File: config.mk
export PLATFORM = sky130hd
export DESIGN_NAME = air_interrupt_router
export DESIGN_NICKNAME = d
export VERILOG_FILES = /design/src/inc/air_pkg.sv /design/src/rtl/air_interrupt_router.sv
export SDC_FILE = /design/constraint.sdc
export NUM_CORES = 1
export LEC_CHECK = 0
export BUFFER_PORTS_ARGS = -buffer_cell sky130_fd_sc_hd__buf_4
export CAP_MARGIN = 40
export CORE_ASPECT_RATIO = 1.75
export CORE_MARGIN = 2
export CORE_UTILIZATION = 53
export DETAILED_ROUTE_END_ITERATION = 8
export PLACE_DENSITY = 0.78
export SYNTH_ARGS = -nofsm -noshare
export SYNTH_HDL_FRONTEND = slang
export SYNTH_SLANG_ARGS = --single-unit
File: constraint.sdc
create_clock -name clk -period 1.6 [get_ports clk]
set_clock_uncertainty 0.2 [all_clocks]
set_input_delay 0.08 -clock clk [delete_from_list [all_inputs] [get_ports clk]]
set_output_delay 0.08 -clock clk [all_outputs]
set_load 0.005 [all_outputs]
File: src/inc/air_pkg.sv
package air_pkg;
  // register map of the routing block, byte-wide internal register port
  localparam logic [7:0] REG_ENABLE_MASK = 8'h2D;
  localparam logic [7:0] REG_PIN_ROUTING = 8'h2E;
  localparam logic [7:0] REG_SOURCE = 8'h0C;
  localparam logic [7:0] REG_CONTROL3 = 8'h2C;
  // source bit positions, shared by enable, routing and source registers
  localparam int BIT_SLEEP_WAKE = 7;
  localparam int BIT_TRANSIENT = 5;
  localparam int BIT_ORIENTATION = 4;
  localparam int BIT_PULSE = 3;
  localparam int BIT_FALL_MOTION = 2;
  localparam int BIT_SAMPLE_READY = 0;
  localparam logic [7:0] SOURCE_BITS_MASK = 8'hBD;
  // polarity and drive-type bits of the control register
  localparam int BIT_IRQ_POLARITY = 1;
  localparam int BIT_IRQ_DRIVE_TYPE = 0;
  localparam logic [7:0] CONTROL3_IRQ_MASK = 8'h03;
  localparam logic [7:0] ENABLE_RESET = 8'h00;
  localparam logic [7:0] ROUTING_RESET = 8'h00;
  localparam logic [7:0] CONTROL3_RESET = 8'h00;
  localparam int PIN_SYNC_STAGES = 3;

  // register access request from the device's serial front end
  typedef struct packed {
    logic write;
    logic read;
    logic [7:0] addr;
    logic [7:0] wdata;
  } air_reg_req_type;

  // one open-drain-capable pin: level and active-low enable
  typedef struct packed {
    logic level;
    logic enable_b;
  } air_pin_type;

  typedef struct packed {
    logic [7:0] enableMask;
    logic [7:0] pinRouting;
    logic irqPolarity;
    logic irqDriveType;
    logic [7:0] rdata;
    logic rvalid;
    logic [7:0] pendingSync1;
    logic [7:0] pendingSync2;
    logic [7:0] pendingSync3;
    logic [7:0] pendingStable;
    air_pin_type pinA;
    air_pin_type pinB;
  } air_state_type;
endpackage

File: src/rtl/air_interrupt_router.sv
`timescale 1ns/1ps
// Operation
// - enable bit 7 lets the sleep/wake event reach the pin routing.
// - enable bit 5 lets transient events reach the pin routing.
// - enable bit 4 lets orientation events reach the pin routing.
// - enable bit 3 lets pulse events reach the pin routing.
// - enable bit 2 lets freefall/motion events reach the pin routing.
// - enable bit 0 lets sample-ready events reach the pin routing.
// - all enable bits reset to 0 so no source drives a pin after reset.
// - flags of a disabled source never propagate to either pin.
// - routing bit 1 steers a source to pin A, 0 steers it to pin B.
// - all routing bits reset to 0, so sources default to pin B.
// - any enabled source routed to a pin can assert that pin.
// - an asserted pin drives low with polarity 0; with polarity 1 it drives high in push-pull and is released in open-drain.
// - drive type 0 is push-pull, 1 is open-drain.
module air_interrupt_router
  import air_pkg::*;
#(
  parameter int SOURCE_COUNT = 8
) (
  input wire logic clk,
  input wire logic rst_b,
  input wire air_reg_req_type regReq,
  input wire logic [7:0] eventPending,
  output logic [7:0] regRdata,
  output logic regRvalid,
  output logic irqPinAOut,
  output logic irqPinAEnable_b,
  output logic irqPinBOut,
  output logic irqPinBEnable_b
);

  // the register field layout is byte-wide; other widths cannot be served
  if (SOURCE_COUNT != 8) begin : g_bad_width
    $error("SOURCE_COUNT must be 8");
  end

  air_state_type state;
  air_state_type next_state;
  logic [7:0] gated;
  logic [7:0] flagsA;
  logic [7:0] flagsB;
  logic activeA;
  logic activeB;

  // turns a logical pin state into level and enable per polarity and drive
  function automatic air_pin_type drive_pin(input logic active,
                                            input logic polarity,
                                            input logic openDrain);
    air_pin_type p;
    p.level = active ? polarity : ~polarity;
    // open-drain only pulls low, so the line is released whenever the level would be high
    p.enable_b = openDrain ? (p.level == 1'b1) : 1'b0;
    if (openDrain) begin
      p.level = 1'b0;
    end
    return p;
  endfunction

  // per-source gating and steering, one slice per bit position
  for (genvar i = 0; i < SOURCE_COUNT; i++) begin : g_route
    assign gated[i] = state.enableMask[i] & state.pendingStable[i];
    assign flagsA[i] = gated[i] & state.pinRouting[i];
    assign flagsB[i] = gated[i] & ~state.pinRouting[i];
  end
  assign activeA = |flagsA;
  assign activeB = |flagsB;

  // register writes, reads and pin update in one next-state pass
  always_comb begin
    next_state = state;
    // pending flags arrive from the detection blocks on the sample clock
    next_state.pendingSync1 = eventPending;
    next_state.pendingSync2 = state.pendingSync1;
    next_state.pendingSync3 = state.pendingSync2;
    for (int b = 0; b < 8; b++) begin
      if (state.pendingSync2[b] == state.pendingSync3[b]) begin
        next_state.pendingStable[b] = state.pendingSync3[b];
      end
    end
    if (regReq.write) begin
      case (regReq.addr)
        REG_ENABLE_MASK: begin
          next_state.enableMask = regReq.wdata & SOURCE_BITS_MASK;
        end
        REG_PIN_ROUTING: begin
          next_state.pinRouting = regReq.wdata & SOURCE_BITS_MASK;
        end
        REG_CONTROL3: begin
          next_state.irqPolarity = regReq.wdata[BIT_IRQ_POLARITY];
          next_state.irqDriveType = regReq.wdata[BIT_IRQ_DRIVE_TYPE];
        end
        default: begin
        end
      endcase
    end
    next_state.rvalid = regReq.read;
    case (regReq.addr)
      REG_ENABLE_MASK: next_state.rdata = state.enableMask;
      REG_PIN_ROUTING: next_state.rdata = state.pinRouting;
      // source register shows enabled pending causes for the host
      REG_SOURCE: next_state.rdata = gated & SOURCE_BITS_MASK;
      REG_CONTROL3: next_state.rdata = {6'h00, state.irqPolarity,
                                        state.irqDriveType};
      default: next_state.rdata = 8'h00;
    endcase
    next_state.pinA = drive_pin(activeA, state.irqPolarity,
                                state.irqDriveType);
    next_state.pinB = drive_pin(activeB, state.irqPolarity,
                                state.irqDriveType);
    if (!rst_b) begin
      next_state = '0;
      next_state.enableMask = ENABLE_RESET;
      next_state.pinRouting = ROUTING_RESET;
      next_state.irqPolarity = CONTROL3_RESET[BIT_IRQ_POLARITY];
      next_state.irqDriveType = CONTROL3_RESET[BIT_IRQ_DRIVE_TYPE];
      // idle push-pull active-low pins sit high
      next_state.pinA.level = 1'b1;
      next_state.pinB.level = 1'b1;
    end
  end

  // all state registered on every edge, reset handled synchronously above
  always_ff @(posedge clk) begin
    state <= next_state;
  end

  assign regRdata = state.rdata;
  assign regRvalid = state.rvalid;
  assign irqPinAOut = state.pinA.level;
  assign irqPinAEnable_b = state.pinA.enable_b;
  assign irqPinBOut = state.pinB.level;
  assign irqPinBEnable_b = state.pinB.enable_b;

  // assertions
  property p_disabled_quiet;
    @(posedge clk) disable iff (!rst_b)
      (state.enableMask == 8'h00 && $past(state.enableMask) == 8'h00
       && !state.irqDriveType && !state.irqPolarity)
      |=> (irqPinAOut && irqPinBOut);
  endproperty
  a_disabled_quiet: assert property (p_disabled_quiet)
    else $error("disabled sources drove an interrupt pin");

  property p_reset_enable;
    @(posedge clk) (!rst_b) |=> (state.enableMask == 8'h00);
  endproperty
  a_reset_enable: assert property (p_reset_enable)
    else $error("enable mask not cleared by reset");

  property p_reset_routing;
    @(posedge clk) (!rst_b) |=> (state.pinRouting == 8'h00);
  endproperty
  a_reset_routing: assert property (p_reset_routing)
    else $error("routing not cleared by reset");

  property p_route_a;
    @(posedge clk) disable iff (!rst_b)
      (activeA && !state.irqDriveType) |=>
        (irqPinAOut == $past(state.irqPolarity));
  endproperty
  a_route_a: assert property (p_route_a)
    else $error("pin A not asserted for routed source");

  property p_route_b;
    @(posedge clk) disable iff (!rst_b)
      (gated[BIT_SLEEP_WAKE] && !state.pinRouting[BIT_SLEEP_WAKE]
       && !state.irqDriveType) |=>
        (irqPinBOut == $past(state.irqPolarity));
  endproperty
  a_route_b: assert property (p_route_b)
    else $error("sleep/wake source did not assert pin B");

  property p_or_merge;
    @(posedge clk) disable iff (!rst_b)
      (!activeB && !state.irqDriveType) |=>
        (irqPinBOut == !$past(state.irqPolarity));
  endproperty
  a_or_merge: assert property (p_or_merge)
    else $error("pin B asserted with no routed pending source");

  property p_open_drain;
    @(posedge clk) disable iff (!rst_b)
      state.irqDriveType |=> (irqPinAOut == 1'b0 && irqPinBOut == 1'b0);
  endproperty
  a_open_drain: assert property (p_open_drain)
    else $error("open-drain pin drove high");

  property p_push_pull;
    @(posedge clk) disable iff (!rst_b)
      (!state.irqDriveType ##1 !state.irqDriveType) |->
        (!irqPinAEnable_b && !irqPinBEnable_b);
  endproperty
  a_push_pull: assert property (p_push_pull)
    else $error("push-pull pin released");

  property p_enable_write;
    @(posedge clk) disable iff (!rst_b)
      (regReq.write && regReq.addr == REG_ENABLE_MASK) |=>
        (state.enableMask == ($past(regReq.wdata) & SOURCE_BITS_MASK));
  endproperty
  a_enable_write: assert property (p_enable_write)
    else $error("enable mask write lost");

  // pins leave reset idle and driven, whatever was configured before
  property p_reset_pins;
    @(posedge clk) (!rst_b) |=>
      (irqPinAOut && irqPinBOut && !irqPinAEnable_b && !irqPinBEnable_b);
  endproperty
  a_reset_pins: assert property (p_reset_pins)
    else $error("interrupt pin not idle after reset");

  // a routing write must land with reserved bits cleared
  property p_routing_write;
    @(posedge clk) disable iff (!rst_b)
      (regReq.write && regReq.addr == REG_PIN_ROUTING) |=>
        (state.pinRouting == ($past(regReq.wdata) & SOURCE_BITS_MASK));
  endproperty
  a_routing_write: assert property (p_routing_write)
    else $error("routing write lost");

  // a disabled source must never show up as a cause for the host
  property p_source_masked;
    @(posedge clk) disable iff (!rst_b)
      (regReq.read && regReq.addr == REG_SOURCE) |=>
        ((regRdata & ~$past(state.enableMask)) == 8'h00);
  endproperty
  a_source_masked: assert property (p_source_masked)
    else $error("source register shows a disabled cause");
endmodule

==> reports/results.txt <==
Synth Net Count: 239
WP data arrival: 1.55 ns
Synth Flop Type: dfxtp_1
Avg Cell Area, Syn: 9.26 µm²
Synthesized instance count: 211
Max-slew violations: 0
Clk_lat worst skew: 0.29 ns
Placed cells: 280
Seq/Total Area, Yosys: 0.512
First-pass GRT wire length: 6340 µm
Pin count of the biggest net entering global routing: 23
Status: completed
CTS sink cnt: 50
Postcts setup bufs: 0
Die Height: 84.3 µm
PortBufs: 36
Synthesis Warnings: 0
Clock buffer depth: 2
Cell Count, Final, Fillers Out: 309
Grt total ovfl: 0
Layout cells sized above 1: 0.205
Setup violations, final: 0
Fillcell total: 279
Synth Register Bits: 50
Clk root buf: clkbuf_8
Hold Crit Class: input pin to flop
Antenna violations before repair: 0
Routed length per instance: 12.2 µm
TNS Setup: 0 ns
FFs w/ async S/R, synth: 0
Critical setup path kind: flop to flop
Distinct cell type count of the synthesized netlist: 32
All-Layer GR Usage: 0.198
Final-report hold violation count: 0
Post-synthesis instance area: 0.00195 mm²
RSZ-0062 raised after global routing: false
Tcrit/Tclk final: 0.953
RePlAce Congestion: 0.821
Detailed Route Iter0 Violations: 35
ANT cells: 0
Crit path max-delay cell type: or4_1
Fin crit period: 1.52 ns
DRC Markers: 0
Leak pwr: 1.00 nW
Setup crit start kind: flop
Most frequent cells in the layout: dfxtp_1 (50), buf_4 (41), nand2_1 (28)
H-tree levels: 2
DPL Wire Length: 2420 µm
TritonCTS buffer count: 5
Die Footprint: 0.00421 mm²
Num ports: 41
Slowest stage delay, CP: 0.45 ns
CP Cell Sequence: nand3b_1 -> o2111ai_1 -> or4_1 -> nand4_1
Final wirelength: 3770 µm
Vias: 1577
Number of global-route vias before repair: 1551
Critical Path RT: 1.63 ns
Starting Density: 0.544
Placeable Area: 0.00359 mm²
Pwr per Cell Area: 848 mW/mm²
F_max: 0.656 GHz
Max_cap viols: 0
Drt first pass iters: 5
Post-Place Worst Slack: 0.125 ns
Commonest non-fill, non-tap cell in the layout: dfxtp_1
Final ANT Viol Nets: 0
Crit end category: flop
Layout net count: 292
Reg clk slew, reported paths: 0.08 ns
Cell row count: 29
Worst vdd ir: 0.962 mV
Setup slack after layout: 0.0757 ns
Die X: 49.9 µm
TritonCTS clock tree: built
Post-synth EDFFs: 0
Layout area overhead: 28.9%
Crit path max fanout: 4
Vias per inst: 5.10
==> synthesized netlist by cell type, types with 2 or more instances <==
master    instances  area (µm²)
nor2_1            4        15.0
dfxtp_1          50        1000
and2_1           19         119
or4_1             2        15.0
nand3_1          22         110
buf_4             9        67.6
nand3b_1          3        22.5
and3b_1           2        17.5
o22ai_1           2        12.5
nand4_1           4        25.0
clkbuf_1          5        18.8
o21ai_1          13        65.1
o21ai_0           6        30.0
or3b_1            5        43.8
a21boi_0          6        45.0
buf_2             2        10.0
buf_6             2        22.5
mux2i_1           3        30.0
nand4_2           2        25.0
a21oi_1          11        55.1
nand2_1          28         105
==> critical path: cells and delay by family (launching register included) <==
kind            cells  cell delay, ns
flops               1            0.37
compound gates      1            0.21
simple gates        3            0.69
==> repair_timing <==
item	4_1_cts	5_1_grt
resized for setup	0	1
hold buffers	23	0
endpoints found under the hold margin	32	0
endpoints found under the setup margin	0	4
==> worst paths after layout <==
| path | start | end | slack, ns | cells after the start |
|---|---|---|---|---|
| min | regReq[17] | state[45]$_SDFFE_PN0P_ | 0.02 | 3 |
| min reg2reg | state[28]$_SDFF_PN0_ | state[20]$_SDFF_PN0_ | 0.24 | 1 |
| max reg2reg | state[49]$_SDFFE_PN0P_ | irqPinBOut$_SDFF_PN1_ | 0.08 | 4 |
| max | state[49]$_SDFFE_PN0P_ | irqPinBOut$_SDFF_PN1_ | 0.08 | 4 |
==> kinds of logic (layout without fill, tap and decap cells) <==
group,count (synthesis),count (layout),synth area share
mux,3,3,0.0154
simple gates,99,99,0.294
compound gates,40,40,0.115
flops,50,50,0.512
other cells,1,1,0.00192
buf+inv,18,70,0.0609
==> metrics by stage <==
| stage | util | hold slack [ns] | instance area [µm²] | total power [mW] |
|---|---|---|---|---|
| after floorplan | - | 0.00729 | 1950 | 1.36 |
| after global placement | 0.612 | 0.0869 | 2200 | 1.42 |
| after detailed placement | 0.612 | 0.0912 | 2200 | 1.42 |
| after CTS | 0.699 | 0.0170 | 2510 | 2.15 |
| after global routing | 0.701 | 0.0473 | 2520 | 2.23 |
| final | 0.701 | 0.0223 | 2520 | 2.14 |
==> state kept, by name (all words and copies together), names as in the netlist <==
register,flops
state,38
regRdata,7
irqPinAEnable_b,1
irqPinAOut,1
irqPinBEnable_b,1
irqPinBOut,1
regRvalid,1
==> metal layers <==
layer  routed length, µm  share of wire  vias up  track usage
met5                   0              0        -            0
met4                 144          0.038        0        0.121
met3                 150          0.040       11       0.0356
met2                2050           0.54       43        0.376
met1                1420           0.38      696        0.186
li1                    -              -      827            -
==> cell type report <==
| cell class | instances | area (µm²) | share of cell area |
|---|---|---|---|
| clock buffers | 6 | 82.6 | 0.0328 |
| well taps | 46 | 57.6 | 0.0229 |
| repair buffers | 64 | 538 | 0.214 |
| flip-flops and latches | 50 | 1000 | 0.398 |
| multi-input cells | 143 | 838 | 0.333 |
==> power by group <==
part           total, mW  internal, mW  leakage, nW  switching (mW)
logic              0.172         0.102        0.553          0.0699
clock network      0.693         0.334       0.0431           0.359
registers           1.27          1.26        0.406         0.00735
Power figures use the tool's default switching activity.
